File: config.mk
export PLATFORM = sky130hd
export DESIGN_NAME = pmc_monitor_control
export DESIGN_NICKNAME = d
export VERILOG_FILES = /design/src/rtl/pmc_pkg.sv /design/src/rtl/pmc_cyc_if.sv /design/src/rtl/pmc_cycle_counter.sv /design/src/rtl/pmc_monitor_control.sv
export VERILOG_INCLUDE_DIRS = /design/src /design/src/rtl
export SDC_FILE = /design/constraint.sdc
export NUM_CORES = 1
export LEC_CHECK = 0
export BUFFER_PORTS_ARGS = -buffer_cell sky130_fd_sc_hd__buf_2
export CORE_UTILIZATION = 55
export CTS_BUF_LIST = sky130_fd_sc_hd__clkbuf_4
export DETAILED_ROUTE_END_ITERATION = 8
export PLACE_DENSITY_LB_ADDON = 0.15
export SLEW_MARGIN = 20
export SYNTH_ARGS = -nofsm -noshare
export SYNTH_HDL_FRONTEND = slang
export SYNTH_SLANG_ARGS = --single-unit
File: constraint.sdc
create_clock -name I_CLK -period 2.44 [get_ports I_CLK]
set_input_delay 0.488 -clock I_CLK [delete_from_list [all_inputs] [get_ports I_CLK]]
set_output_delay 0.488 -clock I_CLK [all_outputs]
set_load 0.03 [all_outputs]
File: src/rtl/pmc_cfg.svh
`ifndef PMC_CFG_SVH
`define PMC_CFG_SVH

// register selects on the system register port
`define PMC_SEL_PRESENCE  2'h0
`define PMC_SEL_CTRL      2'h1
`define PMC_SEL_CTRL_64   2'h2
`define PMC_SEL_CTRL_EXT  2'h3

// extended event presence: bits 11, 9 and 6..0 set
`define PMC_PRESENCE_VAL  32'h00000a7f

// identity codes, arbitrary values
`define PMC_IMPL_CODE     8'h5a
`define PMC_PART_CODE     8'h3c

`define PMC_NUM_CTR_FLD   5'h06
`define PMC_NUM_CTR       6

// control field positions
`define PMC_IMPL_MSB      31
`define PMC_IMPL_LSB      24
`define PMC_PART_MSB      23
`define PMC_PART_LSB      16
`define PMC_NCTR_MSB      15
`define PMC_NCTR_LSB      11
`define PMC_BIT_LONG_CYC  6
`define PMC_BIT_DBG_GATE  5
`define PMC_BIT_X         4
`define PMC_BIT_D         3
`define PMC_BIT_C         2
`define PMC_BIT_P         1
`define PMC_BIT_E         0
`define PMC_BIT_CYC_OVF   31

// writable field reset values, packed as long cycle, debug gate, export, divider, enable
`define PMC_CTRL_RST      5'h00
// fill used when the core does not boot into the 32-bit level, arbitrary
`define PMC_CTRL_UNK      5'h15

// divide-by-64 prescaler terminal value
`define PMC_DIV_LAST      6'h3f

`endif

File: src/rtl/pmc_pkg.sv
package pmc_pkg;

  typedef struct packed {
    logic long_cycle_select;
    logic debug_prohibit_gate;
    logic x;
    logic d;
    logic e;
  } pmc_ctrl_t;

  typedef enum logic {
    PMC_ST_BOOT,
    PMC_ST_RUN
  } pmc_boot_t;

endpackage

File: src/rtl/pmc_cyc_if.sv
`timescale 1ns/1ps
interface pmc_cyc_if;
  logic        inc_en;
  logic        div64;
  logic        long_cycle;
  logic        clear;
  logic [63:0] count;
  logic        ovf_pulse;

  modport ctl (output inc_en, output div64, output long_cycle, output clear,
               input count, input ovf_pulse);
  modport ctr (input inc_en, input div64, input long_cycle, input clear,
               output count, output ovf_pulse);
endinterface

File: src/rtl/pmc_cycle_counter.sv
`timescale 1ns/1ps
`include "pmc_cfg.svh"
module pmc_cycle_counter
  import pmc_pkg::*;
(
  input  wire logic i_clk,
  input  wire logic i_rst_n,
  pmc_cyc_if.ctr    cyc
);

  logic [63:0] cnt_q;
  logic [63:0] cnt_d;
  logic [5:0]  div_q;
  logic [5:0]  div_d;
  logic        ovf_q;
  logic        ovf_d;
  logic        tick;

  always_comb begin
    div_d = div_q;
    cnt_d = cnt_q;
    ovf_d = 1'b0;
    tick  = 1'b0;
    if (cyc.inc_en) begin
      div_d = (div_q == `PMC_DIV_LAST) ? 6'h00 : div_q + 6'h01;
      tick  = cyc.div64 ? (div_q == `PMC_DIV_LAST) : 1'b1;
    end
    if (cyc.clear) begin
      cnt_d = 64'h0;
    end else if (tick) begin
      cnt_d = cnt_q + 64'h1;
      // overflow boundary chosen by long cycle select
      if (cyc.long_cycle) begin
        ovf_d = cnt_q[63] & ~cnt_d[63];
      end else begin
        ovf_d = cnt_q[31] & ~cnt_d[31];
      end
    end
  end

  always_ff @(posedge i_clk or negedge i_rst_n) begin
    if (!i_rst_n) begin
      cnt_q <= 64'h0;
      div_q <= 6'h00;
      ovf_q <= 1'b0;
    end else begin
      cnt_q <= cnt_d;
      div_q <= div_d;
      ovf_q <= ovf_d;
    end
  end

  assign cyc.count     = cnt_q;
  assign cyc.ovf_pulse = ovf_q;

  ////////////////////////////////////////////////////////////////////////////
  AST_CYC_CLEAR: assert property (@(posedge i_clk) disable iff (!i_rst_n)
    cyc.clear |=> cnt_q == 64'h0)
    else $error("cycle counter not zero after clear");

  AST_CYC_DIV64: assert property (@(posedge i_clk) disable iff (!i_rst_n)
    (cyc.inc_en && cyc.div64 && !cyc.clear && div_q != `PMC_DIV_LAST)
      |=> cnt_q == $past(cnt_q))
    else $error("divided cycle counter moved off its 64th cycle");

  AST_CYC_OVF32: assert property (@(posedge i_clk) disable iff (!i_rst_n)
    (!cyc.long_cycle && !cyc.clear && tick && cnt_q[31:0] == 32'hffffffff)
      |=> ovf_q)
    else $error("32-bit boundary overflow missed");

  AST_CYC_OVF64: assert property (@(posedge i_clk) disable iff (!i_rst_n)
    (cyc.long_cycle && tick && !cyc.clear && cnt_q[63] == 1'b0) |=> !ovf_q)
    else $error("overflow raised below the 64-bit boundary");

  COV_CYC_DIV: cover property (@(posedge i_clk) disable iff (!i_rst_n)
    cyc.div64 && tick);

endmodule

File: src/rtl/pmc_monitor_control.sv
// Functional notes
// - extended event presence register is read-only, one bit per implemented event
// - presence bits 11, 9, 6..0 read one; others read zero
// - top byte returns fixed implementer code; writes ignored
// - bits 23..16 return fixed part code
// - bits 15..11 report six counters; bits 10..7 read zero
// - long cycle select zero: overflow when cycle bit 31 wraps
// - long cycle select one: overflow only when cycle bit 63 wraps
// - debug prohibit set stops cycle counter unless debug permitted
// - export enable gates event export; none while counting prohibited
// - export enable does not affect overflow interrupt or cross-trigger signalling
// - divider set: cycle counter increments once per 64 clocks
// - writing one to cycle clear zeroes cycle counter; reads zero
// - cycle clear leaves cycle overflow flag unchanged
// - writing one to event clear zeroes accessible event counters; reads zero
// - non-secure levels 0,1 spare hypervisor counters; levels 2,3 clear all
// - event clear leaves overflow flags unchanged
// - global enable zero holds level-1 counters and cycle counter disabled
// - global enable does not affect hypervisor-reserved counters
// - defined reset values apply only when booting into 32-bit level
// - one control register serves secure and non-secure states
// - low seven control bits shared by all register views
`timescale 1ns/1ps
`include "pmc_cfg.svh"
module pmc_monitor_control
  import pmc_pkg::*;
(
  input  wire logic         I_CLK,
  input  wire logic         I_RST_N,
  input  wire logic [1:0]   I_SYSREG_SEL,
  input  wire logic         I_SYSREG_WR,
  input  wire logic         I_SYSREG_RD,
  input  wire logic [31:0]  I_SYSREG_WDATA,
  input  wire logic [1:0]   I_EL,
  input  wire logic         I_NONSECURE,
  input  wire logic [4:0]   I_HYP_PARTITION,
  input  wire logic         I_BOOT_AARCH32,
  input  wire logic         I_NIDEN,
  input  wire logic [5:0]   I_CNT_EN,
  input  wire logic [5:0]   I_EVENTS,
  input  wire logic         I_OVF_CLR,
  input  wire logic [31:0]  I_OVF_CLR_MASK,
  output logic      [31:0]  O_SYSREG_RDATA,
  output logic              O_SYSREG_RVALID,
  output logic      [63:0]  O_CYCLE_COUNT,
  output logic      [191:0] O_EVENT_COUNT,
  output logic      [31:0]  O_OVF_STATUS,
  output logic              O_OVF_CTI,
  output logic      [5:0]   O_EXPORT_EVENTS
);

  localparam int NC = `PMC_NUM_CTR;

  ////////////////////////////////////////////////////////////////////////////
  // debug permission pin synchroniser
  logic [2:0] niden_sync_q;
  logic [2:0] niden_sync_d;
  logic       niden_q;
  logic       niden_d;

  always_comb begin
    niden_sync_d = {niden_sync_q[1:0], I_NIDEN};
    niden_d      = (niden_sync_q[1] == niden_sync_q[2]) ? niden_sync_q[2] : niden_q;
  end

  always_ff @(posedge I_CLK or negedge I_RST_N) begin
    if (!I_RST_N) begin
      niden_sync_q <= 3'h0;
      niden_q      <= 1'b0;
    end else begin
      niden_sync_q <= niden_sync_d;
      niden_q      <= niden_d;
    end
  end

  ////////////////////////////////////////////////////////////////////////////
  // control register, single copy for all states and views
  pmc_boot_t boot_q;
  pmc_boot_t boot_d;
  pmc_ctrl_t ctrl_q;
  pmc_ctrl_t ctrl_d;
  logic      ctrl_sel;
  logic      wr_ok;
  logic      cyc_clr;
  logic      ev_clr;

  assign ctrl_sel = (I_SYSREG_SEL == `PMC_SEL_CTRL) || (I_SYSREG_SEL == `PMC_SEL_CTRL_64)
                 || (I_SYSREG_SEL == `PMC_SEL_CTRL_EXT);
  assign wr_ok    = I_SYSREG_WR && ctrl_sel && (boot_q == PMC_ST_RUN);
  assign cyc_clr  = wr_ok && I_SYSREG_WDATA[`PMC_BIT_C];
  assign ev_clr   = wr_ok && I_SYSREG_WDATA[`PMC_BIT_P];

  always_comb begin
    boot_d = boot_q;
    ctrl_d = ctrl_q;
    unique case (boot_q)
      PMC_ST_BOOT: begin
        boot_d = PMC_ST_RUN;
        ctrl_d = I_BOOT_AARCH32 ? `PMC_CTRL_RST : `PMC_CTRL_UNK;
      end
      PMC_ST_RUN: begin
        if (wr_ok) begin
          // identity and count fields are not stored, so writes drop there
          ctrl_d.long_cycle_select   = I_SYSREG_WDATA[`PMC_BIT_LONG_CYC];
          ctrl_d.debug_prohibit_gate = I_SYSREG_WDATA[`PMC_BIT_DBG_GATE];
          ctrl_d.x  = I_SYSREG_WDATA[`PMC_BIT_X];
          ctrl_d.d  = I_SYSREG_WDATA[`PMC_BIT_D];
          ctrl_d.e  = I_SYSREG_WDATA[`PMC_BIT_E];
        end
      end
    endcase
  end

  always_ff @(posedge I_CLK or negedge I_RST_N) begin
    if (!I_RST_N) begin
      boot_q <= PMC_ST_BOOT;
      ctrl_q <= `PMC_CTRL_RST;
    end else begin
      boot_q <= boot_d;
      ctrl_q <= ctrl_d;
    end
  end

  ////////////////////////////////////////////////////////////////////////////
  // read path
  logic [31:0] ctrl_view;
  logic [31:0] rdata_d;
  logic [31:0] rdata_q;
  logic        rvalid_q;

  always_comb begin
    ctrl_view = 32'h0;
    ctrl_view[`PMC_IMPL_MSB:`PMC_IMPL_LSB] = `PMC_IMPL_CODE;
    ctrl_view[`PMC_PART_MSB:`PMC_PART_LSB] = `PMC_PART_CODE;
    ctrl_view[`PMC_NCTR_MSB:`PMC_NCTR_LSB] = `PMC_NUM_CTR_FLD;
    ctrl_view[`PMC_BIT_LONG_CYC] = ctrl_q.long_cycle_select;
    ctrl_view[`PMC_BIT_DBG_GATE] = ctrl_q.debug_prohibit_gate;
    ctrl_view[`PMC_BIT_X]  = ctrl_q.x;
    ctrl_view[`PMC_BIT_D]  = ctrl_q.d;
    ctrl_view[`PMC_BIT_E]  = ctrl_q.e; // clear bits stay zero
    rdata_d = rdata_q;
    if (I_SYSREG_RD) begin
      rdata_d = (I_SYSREG_SEL == `PMC_SEL_PRESENCE) ? `PMC_PRESENCE_VAL : ctrl_view;
    end
  end

  always_ff @(posedge I_CLK or negedge I_RST_N) begin
    if (!I_RST_N) begin
      rdata_q  <= 32'h0;
      rvalid_q <= 1'b0;
    end else begin
      rdata_q  <= rdata_d;
      rvalid_q <= I_SYSREG_RD;
    end
  end

  ////////////////////////////////////////////////////////////////////////////
  // cycle counter
  pmc_cyc_if cyc ();
  logic cyc_run;

  assign cyc_run        = ctrl_q.e && !(ctrl_q.debug_prohibit_gate && !niden_q);
  assign cyc.inc_en     = cyc_run;
  assign cyc.div64      = ctrl_q.d;
  assign cyc.long_cycle = ctrl_q.long_cycle_select;
  assign cyc.clear      = cyc_clr;

  pmc_cycle_counter u_cycle (
    .i_clk   (I_CLK),
    .i_rst_n (I_RST_N),
    .cyc     (cyc)
  );

  ////////////////////////////////////////////////////////////////////////////
  // event counters and overflow status
  logic [31:0] evcnt_q [NC];
  logic [31:0] evcnt_d [NC];
  logic [NC-1:0] reserved;
  logic [NC-1:0] ev_inc;
  logic [NC-1:0] ev_wrap;
  logic [NC-1:0] ev_clr_mask;
  logic          spare_hyp;
  logic [31:0]   ovf_d;
  logic [31:0]   ovf_q;
  logic [31:0]   ovf_set;

  assign spare_hyp = I_NONSECURE && (I_EL < 2'h2);

  always_comb begin
    ovf_set = 32'h0;
    for (int i = 0; i < NC; i++) begin
      reserved[i]    = (5'(i) >= I_HYP_PARTITION);
      ev_inc[i]      = (reserved[i] || ctrl_q.e) && I_CNT_EN[i] && I_EVENTS[i];
      ev_clr_mask[i] = ev_clr && !(spare_hyp && reserved[i]);
      ev_wrap[i]     = ev_inc[i] && !ev_clr_mask[i] && (evcnt_q[i] == 32'hffffffff);
      evcnt_d[i]     = evcnt_q[i];
      if (ev_clr_mask[i]) begin
        evcnt_d[i] = 32'h0;
      end else if (ev_inc[i]) begin
        evcnt_d[i] = evcnt_q[i] + 32'h1;
      end
      ovf_set[i] = ev_wrap[i];
    end
    ovf_set[`PMC_BIT_CYC_OVF] = cyc.ovf_pulse;
    // counter clears never touch these flags; the masked overflow clear drops them, and a set in the clear cycle wins
    ovf_d = (ovf_q & ~({32{I_OVF_CLR}} & I_OVF_CLR_MASK)) | ovf_set;
  end

  always_ff @(posedge I_CLK or negedge I_RST_N) begin
    if (!I_RST_N) begin
      for (int i = 0; i < NC; i++) begin
        evcnt_q[i] <= 32'h0;
      end
      ovf_q <= 32'h0;
    end else begin
      for (int i = 0; i < NC; i++) begin
        evcnt_q[i] <= evcnt_d[i];
      end
      ovf_q <= ovf_d;
    end
  end

  ////////////////////////////////////////////////////////////////////////////
  // event export toward trace
  logic [5:0] export_d;
  logic [5:0] export_q;

  assign export_d = (ctrl_q.x && niden_q) ? I_EVENTS : 6'h00;

  always_ff @(posedge I_CLK or negedge I_RST_N) begin
    if (!I_RST_N) begin
      export_q <= 6'h00;
    end else begin
      export_q <= export_d;
    end
  end

  ////////////////////////////////////////////////////////////////////////////
  assign O_SYSREG_RDATA  = rdata_q;
  assign O_SYSREG_RVALID = rvalid_q;
  assign O_CYCLE_COUNT   = cyc.count;
  assign O_OVF_STATUS    = ovf_q;
  assign O_OVF_CTI       = |ovf_q;
  assign O_EXPORT_EVENTS = export_q;

  always_comb begin
    for (int i = 0; i < NC; i++) begin
      O_EVENT_COUNT[32*i +: 32] = evcnt_q[i];
    end
  end

  ////////////////////////////////////////////////////////////////////////////
  AST_PRESENCE_READ: assert property (@(posedge I_CLK) disable iff (!I_RST_N)
    (I_SYSREG_RD && I_SYSREG_SEL == `PMC_SEL_PRESENCE)
      |=> O_SYSREG_RVALID && O_SYSREG_RDATA == 32'h00000a7f)
    else $error("presence register read wrong value");

  AST_CTRL_ID_READ: assert property (@(posedge I_CLK) disable iff (!I_RST_N)
    (I_SYSREG_RD && I_SYSREG_SEL == `PMC_SEL_CTRL)
      |=> O_SYSREG_RDATA[15:7] == 9'h060 && O_SYSREG_RDATA[2:1] == 2'h0)
    else $error("counter count or reserved bits wrong");

  AST_IMPL_FIXED: assert property (@(posedge I_CLK) disable iff (!I_RST_N)
    (I_SYSREG_RD && I_SYSREG_SEL == `PMC_SEL_CTRL_64)
      |=> O_SYSREG_RDATA[31:16] == {`PMC_IMPL_CODE, `PMC_PART_CODE})
    else $error("identity fields changed");

  AST_VIEWS_SHARED: assert property (@(posedge I_CLK) disable iff (!I_RST_N)
    (wr_ok && I_SYSREG_SEL == `PMC_SEL_CTRL_EXT) ##1 (I_SYSREG_RD && I_SYSREG_SEL == `PMC_SEL_CTRL)
      |=> O_SYSREG_RDATA[6:3] == $past(I_SYSREG_WDATA[6:3], 2))
    else $error("control views do not share storage");

  AST_GLOBAL_DISABLE: assert property (@(posedge I_CLK) disable iff (!I_RST_N)
    (!ctrl_q.e && !cyc_clr) |=> O_CYCLE_COUNT == $past(O_CYCLE_COUNT))
    else $error("cycle counter moved while globally disabled");

  AST_DEBUG_PROHIBIT: assert property (@(posedge I_CLK) disable iff (!I_RST_N)
    (ctrl_q.debug_prohibit_gate && !niden_q && !cyc_clr)
      |=> O_CYCLE_COUNT == $past(O_CYCLE_COUNT))
    else $error("cycle counter ran while debug prohibited");

  AST_EXPORT_GATE: assert property (@(posedge I_CLK) disable iff (!I_RST_N)
    (!ctrl_q.x || !niden_q) |=> O_EXPORT_EVENTS == 6'h00)
    else $error("events exported while export off or prohibited");

  AST_CLR_KEEPS_OVF: assert property (@(posedge I_CLK) disable iff (!I_RST_N)
    (ev_clr && !I_OVF_CLR) |=> (O_OVF_STATUS & $past(O_OVF_STATUS)) == $past(O_OVF_STATUS))
    else $error("counter clear dropped an overflow flag");

  AST_CYC_CLR_KEEPS_OVF: assert property (@(posedge I_CLK) disable iff (!I_RST_N)
    (cyc_clr && !I_OVF_CLR && O_OVF_STATUS[31]) |=> O_OVF_STATUS[31])
    else $error("cycle clear dropped its overflow flag");

  AST_HYP_SPARED: assert property (@(posedge I_CLK) disable iff (!I_RST_N)
    (ev_clr && spare_hyp && reserved[5] && !ev_inc[5])
      |=> O_EVENT_COUNT[191:160] == $past(O_EVENT_COUNT[191:160]))
    else $error("reserved counter cleared from low level");

  AST_EV_CLEAR: assert property (@(posedge I_CLK) disable iff (!I_RST_N)
    (ev_clr && !spare_hyp) |=> O_EVENT_COUNT == 192'h0)
    else $error("event counters not cleared");

  COV_CYC_OVF: cover property (@(posedge I_CLK) disable iff (!I_RST_N)
    O_OVF_STATUS[31]);
  COV_EV_OVF: cover property (@(posedge I_CLK) disable iff (!I_RST_N)
    |ovf_set[5:0]);
  COV_EXPORT: cover property (@(posedge I_CLK) disable iff (!I_RST_N)
    |O_EXPORT_EVENTS);

endmodule

Word level (Yosys, flattened, before mapping) --
Index checks and enable logic that the tools add are counted.
Operators by class: add/subtract/negate cells 8, magnitude comparators 7, eq/ne operators 12, mux-type cells 25, bitwise logic cells 9, reductions and logical operators 75
Operators with widths (number):
- two-way mux 32 bit | 12
- adder 32 x 1 -> 32 bit (second input constant) | 6
- equality test 32 bit (second input constant) | 6
- two-way mux 64 bit | 2
- adder 64 x 1 -> 64 bit (second input constant) | 1
- AND 32 bit | 2
- logical AND 1 bit | 44
- NOT 32 bit | 1
- OR 32 bit | 1
- OR reduction 32 bit | 1
- two-way mux 31 bit | 1
- logical NOT 1 bit | 14
- nonzero test 2 bit | 7
- two-way mux 6 bit | 2
- greater-or-equal comparator 1 x 5 -> 1 bit (first input constant) | 2
- greater-or-equal comparator 2 x 5 -> 1 bit (first input constant) | 2
- greater-or-equal comparator 3 x 5 -> 1 bit (first input constant) | 2
- two-way mux 5 bit | 2
- case mux 5 bit (2 select lines) | 1
- logical OR 1 bit | 8
- adder 6 x 1 -> 6 bit (second input constant) | 1
- equality test 6 bit (second input constant) | 1
- two-way mux 1 bit | 5
- equality test 2 bit (second input constant) | 2
- 7 further kinds | 10
Storage, ports and cells: flip-flop bits (word level) 344, input port bits 93, output and inout port bits 328, logic and storage cells 157

Depth between registers and ports, before layout --
Gate-level depths: netlist of run 1.
word-level depth 11, depth in mapped cells 9, mapped depth without buffers 7

By module --
From an unflattened synthesis of run 1, not the netlist that was laid out.
Second synthesis, totals: cell total of the unflattened synthesis 1679, area, all modules 16059.2 µm²
By module, submodules not included:
- pmc_monitor_control | instances 1, cells each 1251, area an instance 12220.5 µm², seq. area each 6206.0 µm²
- pmc_cycle_counter | instances 1, cells each 428, area an instance 3838.7 µm², seq. area each 1776.7 µm²

Least setup slack after synthesis of run 1 --
OpenSTA, ideal clock, no wires.
kind register -> register, start reg u_cycle.cnt_q[0] (netlist: u_cycle.cyc.count[0]), end reg u_cycle.cnt_q[60] (netlist: u_cycle.cyc.count[60]), setup time 0.078 ns, arrival 2.279 ns, data required time 2.362 ns, slack 0.083 ns, cell stages (with the launch flop) 7, buffers on the path 0, period minus slack after synthesis 2.357 ns, path through dfrtp_1 -> ha_1 -> nand2_1 -> nor3_1 -> o2111ai_2 -> or4_1 -> a21oi_1
On the way: longest elaborated chain between the ends 3
RTL lines:
- from (decl) | line pmc_cycle_counter.sv:11 | logic [63:0] cnt_q;
- from (signal assigned) | line pmc_cycle_counter.sv:47 | cnt_q <= cnt_d;
- adder 64 x 1 -> 64 bit | line pmc_cycle_counter.sv:31 | cnt_d = cnt_q + 64'h1;
- two-way mux 64 bit | line pmc_cycle_counter.sv:30 | end else if (tick) begin
- two-way mux 64 bit | line pmc_cycle_counter.sv:28 | if (cyc.clear) begin
No other way between the ends. The select of a mux whose other input is x is not followed. A chain may end at the register's enable or synchronous reset.

Final worst setup path of run 1 --
start reg ovf_q[31] (netlist: O_OVF_STATUS[31]), end out O_OVF_CTI
On the way: longest elaborated chain between the ends 1
RTL lines:
- from (decl) | line pmc_monitor_control.sv:184 | logic [31:0] ovf_q;
- from (signal assigned) | line pmc_monitor_control.sv:219 | ovf_q <= ovf_d;
- OR reduction 32 bit | line pmc_monitor_control.sv:243 | assign O_OVF_CTI = |ovf_q;
- to (decl) | line pmc_monitor_control.sv:48 | output logic O_OVF_CTI,
No other way between the ends.

==> impl_metrics.toml, run 1 <==
[sta]
rsz0062_at_grt = "true"
finClkSkew_ns = 0.0897
hold_violations = 0
post-route-period-util_pct = 106
min_period_ns = 2.58
max_freq_mhz = 388
maxSlewViolCount = 0
tns_ns = -0.139
slew_headroom_pct = 44.3
worstMarginPinSlew_ns = 0.827
setup_ws_ns = -0.139
setup_viol = 1

[layout]
final_nets = 2301
syn2layout_area_growth_pct = 26.7
finalNonFillerCells = 2651
seqCellArea_um2 = 7980
fill_cells = 2230
drive_gt1_share_pct = 28.5
multi_input_area_um2 = 7440

[global_routing]
grt_antenna_before_repair = 14
grt_pass1_wl_mm = 73.4
grt_use_total_pct = 31.2
grt_pass1_vias = 14600
grt_max_degree = 72
grt_overflow = 0

[setup_path]
crit_arrival_ns = 2.09
worst_setup_path_start_kind = "register"
critPathBufInv = 2
path_cells = "nor4_1 -> buf_4 -> nand4_1 -> or2_4 -> buf_6"
slowest_stage = "dfrtp_1"
cpPeakStageDelay_ns = 0.39
cp-end-kind = "output pin"
worst-setup-path-type = "register to output pin"
cp_max_fo = 2
critPathTopFamily = "simple AND/OR/NAND/NOR gates"
cp.required_ns = 1.95

[floorplanning]
io_pins = 421
start_util_pct = 56.6
die_w_um = 172
core_area_um2 = 28200
dieArea_um2 = 29700
num_rows = 61
die_h_um = 172

[clocking]
clock_path_buffers = 3
cts_tree = "done"
clk_latency_ns = 0.74
clock-sinks = 319
clock-root-buffer = "clkbuf_4"
clk_pin_slew_ns = 0.07
numCtsBuffers = 85
h-tree-depth = 3

[synthesis]
yosysUniqueCellTypes = 62
synth_area_um2 = 16000
async_flop_share_pct = 100
synth_top_cell_by_area = "dfrtp_1"
netlist.area_leader.share_pct = 50.0
synth_seq_cells = 319
synthFlopType = "dfrtp_1"
synth-seq-area-share_pct = 50.0
synth.area.top_cells = "dfrtp_1, nor2_1, a21oi_1"
synthCells = 1684
yosys.cell_count.top_type = "dfrtp_1"
avgSynthCellArea_um2 = 9.47
synth_common_cells = "dfrtp_1, nor2_1, nand2_1, a21oi_1, nand4_1"
synth_edf_count = 0
ys_warn_count = 0

[detailed_routing]
wl_mm = 46.7
antenna_left = 0
drt_iter0_drc = 1114
drc = 0
wl_per_cell_um = 17.6
drt-vias-per-instance = 5.73
first_pass_iters = 6
vias = 15200

[power_and_ir_drop]
power.leakage_uw = 0.00978
power_per_cell_area_nw_per_um2 = 614
total_power_uw = 12400
ir_drop_mv = 0.582

[placement]
dp_cells = 2453
post-place-ws_ns = -0.0769
gp_congestion = 0.914
dpl.hpwl_mm = 33.1
io_buffers = 381

[min_path]
hp-class = "input port to register"

[job]
drv_cap = 0

[outcome]
outcome = "finished with violations"
violations = "negative setup slack"
## layer usage
metal  share of wire, %  wire length (um)  global-route usage (%)  vias to the layer above
li1                   -                 -                       -                     7174
met1                 40             18700                    38.0                     7338
met2                 48             22400                    50.9                      568
met3                8.0              3740                    7.97                      118
met4                4.0              1870                    16.4                        2
met5              0.021                10                       0                        -
## cell families (layout without fill, tap and decap cells)
group	Yosys count	in the layout	share of synthesized area, %
compound gates	326	326	12.7
fa+ha+maj	11	11	0.847
flops	319	319	50.0
other cells	2	27	0.0471
buf+inv	139	703	3.97
mux	7	7	0.455
xor+xnor	132	132	7.25
simple gates	748	748	24.7
## where the power goes
group          switching [uW]  internal [uW]
Combinational            1250            579
Clock                    2250           2440
Sequential                356           5550
## worst paths after layout
path                                                 from                              to  slack (ns)  cells past startpoint
max                            O_OVF_STATUS[31]$_DFF_PN0_                       O_OVF_CTI       -0.14                      5
min                                    I_OVF_CLR_MASK[10]      O_OVF_STATUS[10]$_DFF_PN0_        0.05                      2
max reg2reg                O_EVENT_COUNT[134]$_DFFE_PN0P_  O_EVENT_COUNT[151]$_DFFE_PN0P_        0.15                      6
min reg2reg                     niden_sync_q[0]$_DFF_PN0_       niden_sync_q[1]$_DFF_PN0_        0.35                      0
max in group asynchronous                         I_RST_N   O_SYSREG_RDATA[6]$_DFFE_PN0P_        1.36                      3
min in group asynchronous                         I_RST_N  O_EVENT_COUNT[167]$_DFFE_PN0P_        0.29                      2
## flip-flops by register name (all words and copies together) (netlist names), 3 cells and up
signal	cells
O_EVENT_COUNT	192
O_EXPORT_EVENTS	6
O_OVF_STATUS	32
O_SYSREG_RDATA	7
ctrl_q	3
niden_sync_q	3
u_cycle.cyc.count	64
u_cycle.div_q	6
## final cells by class
| type | count | share of cell area [%] |
|---|---|---|
| tap | 378 | 2.34 |
| timing repair buffer | 511 | 15.1 |
| clock inverter | 25 | 0.656 |
| inverter | 43 | 0.799 |
| antenna | 13 | 0.161 |
| multi-input combinational | 1238 | 36.8 |
| clock buffer | 124 | 4.61 |
| sequential | 319 | 39.5 |
## worst register-to-register path, stage by stage (launching register included)
cell	delay, ns
dfrtp_1	0.45
and4_1	0.31
nand4_1	0.17
or4_1	0.56
buf_4	0.20
or4_1	0.40
a21oi_1	0.17
## timing repair
| action | in CTS | in global routing |
|---|---|---|
| endpoints found under the setup margin | 1 | 19 |
| hold buffers | 31 | 0 |
| resized for setup | 6 | 3 |
| pin swaps | 2 | 2 |
| endpoints found under the hold margin | 77 | 0 |
| cloned | 0 | 0 |
| buffers inserted | 2 | 3 |
## cells in the final DEF, fill, tap and decap left out, drive strengths merged, types with 25 or more instances in the layout
cell	count
a21oi	126
nor3	43
clkbuf	124
nand2	138
and4	25
nand4	85
o21ai	78
dfrtp	319
or4	48
a21boi	27
o31ai	40
xor2	63
and3	33
or3	74
dlygate4sd3	31
nand3	75
xnor2	69
inv	46
buf	480
nor4	27
nor2	170
## metrics by stage
stage               area (um^2)  utilization, %  hold WS [ns]
finish                    20200            71.8        0.0476
global route              20200            71.7        0.0266
CTS                       20100            71.5       0.00185
detailed placement        18700            66.5         0.344
global placement          18700            66.5         0.335
floorplan                 16000               -         0.192
Power figures use the tool's default switching activity.
==> run 2: changes to the inputs <==
--- a/config.mk
+++ b/config.mk
@@ -6,8 +6,9 @@
 export SDC_FILE = /design/constraint.sdc
 export NUM_CORES = 1
 export LEC_CHECK = 0
+export ABC_AREA = 1
 export BUFFER_PORTS_ARGS = -buffer_cell sky130_fd_sc_hd__buf_2
-export CORE_UTILIZATION = 55
+export CORE_UTILIZATION = 57
 export CTS_BUF_LIST = sky130_fd_sc_hd__clkbuf_4
 export DETAILED_ROUTE_END_ITERATION = 8
 export PLACE_DENSITY_LB_ADDON = 0.15
==> run 2 against run 1 <==
Against the previous run:
- the run still ends with negative setup slack left
- sequential power about the same
- wire length up 34%
- worst setup slack got worse by 0.10 ns
- non-clock buffer count down 38
- via count increased by 38%
- sequential share of layout area down 5.1 points
==> impl_metrics.toml, run 2 <==
[global_routing]
grt_max_degree = 59
grt_pass1_wl_mm = 98.5
grt_pass1_vias = 19600
grt_overflow = 0
grt_use_total_pct = 36.4
grt_antenna_before_repair = 11

[setup_path]
cpPeakStageDelay_ns = 0.45
worst-setup-path-type = "register to output pin"
cp-startpoint = "O_OVF_STATUS[4]$_DFF_PN0_"
critPathTopFamily = "simple AND/OR/NAND/NOR gates"
slowest_stage = "dfrtp_1"
path_cells = "nor4_2 -> buf_4 -> nand4_1 -> or2_4 -> buf_6"
rr_startpoint = "u_cycle.cyc.count[24]$_DFFE_PN0P_"
cp_max_fo = 3
crit_arrival_ns = 2.19
cp-end-kind = "output pin"
cp.required_ns = 1.95
worst_setup_path_start_kind = "register"
critPathBufInv = 2

[detailed_routing]
drt_iter0_drc = 1891
antenna_left = 0
wl_mm = 62.7
wl_per_cell_um = 16.4
first_pass_iters = 8
vias = 20900
drt-vias-per-instance = 5.46
drc = 0

[sta]
max_freq_mhz = 373
setup_ws_ns = -0.240
min_period_ns = 2.68
worstMarginPinSlew_ns = 0.626
setup_viol = 1
slew_headroom_pct = 58.2
finClkSkew_ns = 0.0340
rsz0062_at_grt = "true"
hold_violations = 0
post-route-period-util_pct = 110
maxSlewViolCount = 0

[outcome]
outcome = "finished with violations"
violations = "negative setup slack"

[placement]
io_buffers = 381
dpl_cell_area_um2 = 21700
gp_congestion = 1.00
dp_cells = 3635
dpl.hpwl_mm = 47.0

[power_and_ir_drop]
power_per_cell_area_nw_per_um2 = 547
power.leakage_uw = 0.0119
ir_drop_mv = 0.424

[synthesis]
synth.area.top_cells = "dfrtp_1, nand2_1, nor2_1"
netlist.area_leader.share_pct = 41.6
synth-seq-area-share_pct = 41.6
synth_edf_count = 0
synth_top_cell_by_area = "dfrtp_1"
yosys.cell_count.top_type = "nand2_1"
synthCells = 2823
synth_seq_cells = 319
ys_warn_count = 0
yosysUniqueCellTypes = 52
avgSynthCellArea_um2 = 6.80
synthFlopType = "dfrtp_1"
async_flop_share_pct = 100
synth_area_um2 = 19200
synth_common_cells = "nand2_1, nor2_1, inv_1, dfrtp_1, nand3_1"

[job]
drv_cap = 0

[clocking]
clock-root-buffer = "clkbuf_4"
h-tree-depth = 3
cts_tree = "done"
clk_pin_slew_ns = 0.07
numCtsBuffers = 85
clock-sinks = 319
clk_latency_ns = 0.78
clock_path_buffers = 3

[layout]
syn2layout_area_growth_pct = 21.0
final_nets = 3428
final_common_cell = "nand2_1"
final_cell_mix = "nand2_1, nor2_1, buf_2, inv_1, dfrtp_1"
finalNonFillerCells = 3833
drive_gt1_share_pct = 18.6
largest_reg_flops = 192
design_area_um2 = 23200

[floorplanning]
dieArea_um2 = 34400
io_pins = 421
die_h_um = 186
start_util_pct = 58.4
num_rows = 66
core_area_um2 = 32900
die_w_um = 186

[min_path]
hp-class = "input port to register"
hold_start = "I_OVF_CLR_MASK[31]"
-- run 2: changes by cell type after synthesis, moves of 48 or more --
cell / before / now
or3_1: 74 / 0
nor2_1: 170 / 531
nor3_1: 42 / 91
xor2_1: 63 / 15
inv_1: 43 / 325
nand2_1: 138 / 832
xnor2_1: 69 / 5
a21oi_1: 126 / 77
nand3_1: 74 / 167
or4_1: 48 / 0
-- run 2: worst min-delay path: cells and delay by family --
kind / cells / cell delay, ns
buf+inv: 1 / 0.13
simple gates: 1 / 0.07
compound gates: 1 / 0.10
-- run 2: per-layer routing --
layer / GRT usage (%) / up-vias / share of wire (%)
met4: 20.1 / 10 / 4.7
met1: 46.5 / 9626 / 40
met2: 56.8 / 1011 / 45
li1: - / 10100 / -
met3: 8.77 / 194 / 10
met5: 1.33 / - / 0.18
-- run 2: layout make-up --
| cell class | instances | area, um^2 |
|---|---|---|
| diodes | 8 | 20.0 |
| clock buffers | 116 | 871 |
| clock inverters | 29 | 165 |
| fillers | 2929 | 9640 |
| inverters | 339 | 1270 |
| multi-input cells | 2107 | 9570 |
| flip-flops and latches | 319 | 7990 |
| well taps | 442 | 553 |
| repair buffers | 473 | 2780 |
-- run 2: logic make-up (layout without fill, tap and decap cells) --
group / count (synthesis) / after routing / synth area share [%]
other: 2 / 22 / 0.0391
AO/OA/AOI/OAI: 248 / 248 / 7.27
flip-flops: 319 / 319 / 41.6
adder cells (fa/ha/maj): 11 / 11 / 0.704
XOR/XNOR: 20 / 20 / 0.913
buffers and inverters: 409 / 957 / 8.88
multiplexers: 1 / 1 / 0.0522
AND/OR/NAND/NOR: 1813 / 1813 / 40.6
-- run 2: through the flow --
stage / setup WS (ns) / TNS (ns) / util [%] / hold slack [ns] / total power (uW)
after floorplan: 0.482 / 0 / - / 0.192 / 7200
final: -0.240 / -0.240 / 70.7 / 0.0793 / 12700
after global placement: 0.210 / 0 / 66.0 / 0.332 / 7920
after CTS: -0.301 / -0.301 / 70.6 / 0.00974 / 12800
after global routing: -0.340 / -0.340 / 70.6 / 0.0619 / 13300
after detailed placement: 0.121 / 0 / 66.0 / 0.341 / 7990
-- run 2: power by group --
group / total, uW / leakage (uW) / switching (uW) / internal [uW]
clock: 4720 / 0.000617 / 2320 / 2400
sequential: 5930 / 0.00437 / 367 / 5570
combinational: 2050 / 0.00689 / 1440 / 611
total: 12700 / 0.0119 / 4130 / 8580
-- run 2: worst paths after layout --
check	end	slack [ns]	cells after the start
min in group asynchronous	O_EVENT_COUNT[90]$_DFFE_PN0P_	0.21	2
max in group asynchronous	u_cycle.cyc.count[45]$_DFFE_PN0P_	1.35	4
setup reg to reg	u_cycle.cyc.count[63]$_DFFE_PN0P_	0.25	10
hold / removal	O_OVF_STATUS[31]$_DFF_PN0_	0.08	3
setup / recovery	O_OVF_CTI	-0.24	5
hold reg to reg	niden_sync_q[1]$_DFF_PN0_	0.35	0
-- run 2: timing repair --
action | 4_1_cts | 5_1_grt
pin swaps | 2 | 1
buffers inserted | 3 | 0
resized for setup | 6 | 1
setup endpoints to repair | 1 | 1
endpoints found under the hold margin | 193 | 0
hold buffers | 42 | 0
gates cloned | 0 | 0
==> run 3: changes to the inputs <==
--- a/config.mk
+++ b/config.mk
@@ -12,6 +12,7 @@
 export CTS_BUF_LIST = sky130_fd_sc_hd__clkbuf_4
 export DETAILED_ROUTE_END_ITERATION = 8
 export PLACE_DENSITY_LB_ADDON = 0.15
+export RECOVER_POWER = 50
 export SLEW_MARGIN = 20
 export SYNTH_ARGS = -nofsm -noshare
 export SYNTH_HDL_FRONTEND = slang
==> constraint.sdc (replaced) <==
create_clock -name I_CLK -period 2.44 [get_ports I_CLK]
set_input_delay 0.488 -clock I_CLK [delete_from_list [all_inputs] [get_ports I_CLK]]
set_output_delay 0.488 -clock I_CLK [all_outputs]
set_load 0.1 [all_outputs]
==> run 3 against run 2 <==
Against the previous run:
- the run ends with max-capacitance violations, max-slew violations, negative setup slack left
- largest power group unchanged
- sequential share of layout area up 0.22 points
- highest routed layer unchanged
- total power up 12%
- worst setup slack worse by 0.077 ns
- cell count down 0.10%
- hold slack worse by 0.029 ns
- design area down 0.59%
==> impl_metrics.toml, run 3 (synthesized netlist as in run 2, its figures left out) <==
[sta]
setup_viol = 1
tns_ns = -0.317
maxSlewViolCount = 78
finClkSkew_ns = 0.0340
worstMarginPinSlew_ns = 1.96
setup_ws_ns = -0.317
max_freq_mhz = 363
hold_violations = 0
min_period_ns = 2.76
slew_headroom_pct = -30.4
rsz0062_at_grt = "true"
post-route-period-util_pct = 113

[outcome]
outcome = "finished with violations"
violations = "max-capacitance violations, max-slew violations, negative setup slack"

[global_routing]
grt_antenna_before_repair = 8
grt_max_degree = 78
grt_pass1_wl_mm = 99.5
grt_use_total_pct = 36.8
grt_overflow = 0
grt_pass1_vias = 19400

[layout]
final_common_cell = "nand2_1"
syn2layout_area_growth_pct = 20.3
drive_gt1_share_pct = 18.5
fill_cells = 2938
final_cell_mix = "nand2_1, nor2_1, buf_2, inv_1, dfrtp_1"
utilization_pct = 70.2
largest_reg_flops = 192
final_nets = 3422

[floorplanning]
die_h_um = 186
io_pins = 421
num_rows = 66
start_util_pct = 58.4
core_area_um2 = 32900
dieArea_um2 = 34400
die_w_um = 186

[setup_path]
reg2reg_setup_slack_ns = 0.02
cp.required_ns = 1.95
cp-end-kind = "output pin"
crit_arrival_ns = 2.27
worst_setup_path_start_kind = "register"
worst-setup-path-type = "register to output pin"
cp_max_fo = 3

[clocking]
cts_tree = "done"
clock-sinks = 319
numCtsBuffers = 88
clock-root-buffer = "clkbuf_4"
clock_path_buffers = 3
clk_pin_slew_ns = 0.06
clk_latency_ns = 0.78
h-tree-depth = 3

[power_and_ir_drop]
ir_drop_mv = 0.649
total_power_uw = 14200
power.leakage_uw = 0.0118
power_per_cell_area_nw_per_um2 = 615

[detailed_routing]
wl_per_cell_um = 16.5
antenna_left = 0
drt_iter0_drc = 1715
drt-vias-per-instance = 5.44
drc = 0
first_pass_iters = 8
wl_mm = 63.1
vias = 20800

[min_path]
hp-class = "input port to register"

[placement]
dpl.hpwl_mm = 47.2
gp_congestion = 0.981
io_buffers = 381

[job]
drv_cap = 1
run 3: where the power goes:
group          internal, uW  leakage, uW  switching, uW
Clock                  2520     0.000663           2330
Combinational           608      0.00681           2820
Sequential             5570      0.00436            346
Total                  8700       0.0118           5490
run 3: path summary, 6_finish.rpt:
path / start / endpoint / depth (start not counted)
max: O_OVF_STATUS[10]$_DFF_PN0_ / O_OVF_CTI / 4
min: I_OVF_CLR_MASK[5] / O_OVF_STATUS[5]$_DFF_PN0_ / 4
max reg2reg: niden_q$_DFFE_PN0N_ / u_cycle.cyc.count[24]$_DFFE_PN0P_ / 7
min reg2reg: niden_sync_q[0]$_DFF_PN0_ / niden_sync_q[1]$_DFF_PN0_ / 0
max in group asynchronous: I_RST_N / O_EVENT_COUNT[75]$_DFFE_PN0P_ / 3
min in group asynchronous: I_RST_N / O_OVF_STATUS[15]$_DFF_PN0_ / 2
run 3: layout make-up:
class | count | area [um^2] | area share [%]
diodes | 7 | 17.5 | 0.0759
clock buffers | 137 | 1030 | 4.46
clock inverters | 14 | 53.8 | 0.233
inverters | 339 | 1270 | 5.51
multi-input cells | 2107 | 9520 | 41.2
flip-flops and latches | 319 | 7990 | 34.6
well taps | 442 | 553 | 2.40
repair buffers | 464 | 2650 | 11.5
run 3: repair_timing:
item                                    CTS  global route
resized for setup                        17             2
pin swaps                                 2             0
buffers inserted                          1             0
hold buffers                             42             0
endpoints found under the setup margin   11            11
hold endpoints to repair                110             0
run 3: metrics by stage:
stage                     std cells  setup WS, ns  hold slack (ns)  instance area [um^2]
after floorplan                2835      0.000351            0.192                 19200
after global placement         3628         0.282            0.332                 21700
after detailed placement       3628         0.230            0.337                 21700
after CTS                      3822        -0.296          0.00165                 23300
after global routing           3826        -0.355           0.0427                 23100
final                          3829        -0.317           0.0500                 23100
run 3: worst max-delay path, cell delays in order, from the launching register on:
cell and delay (ns):
dfrtp_1 0.39, nor4_1 0.42, nand4_1 0.22, or2_4 0.31, buf_12 0.17
run 3: per-layer routing:
| metal | GRT usage, % | wire length [um] | up-vias |
|---|---|---|---|
| li1 | - | - | 10000 |
| met1 | 47.3 | 25700 | 9628 |
| met2 | 58.3 | 28500 | 975 |
| met3 | 7.53 | 5680 | 181 |
| met4 | 20.0 | 3120 | 2 |
| met5 | 0 | 12 | - |
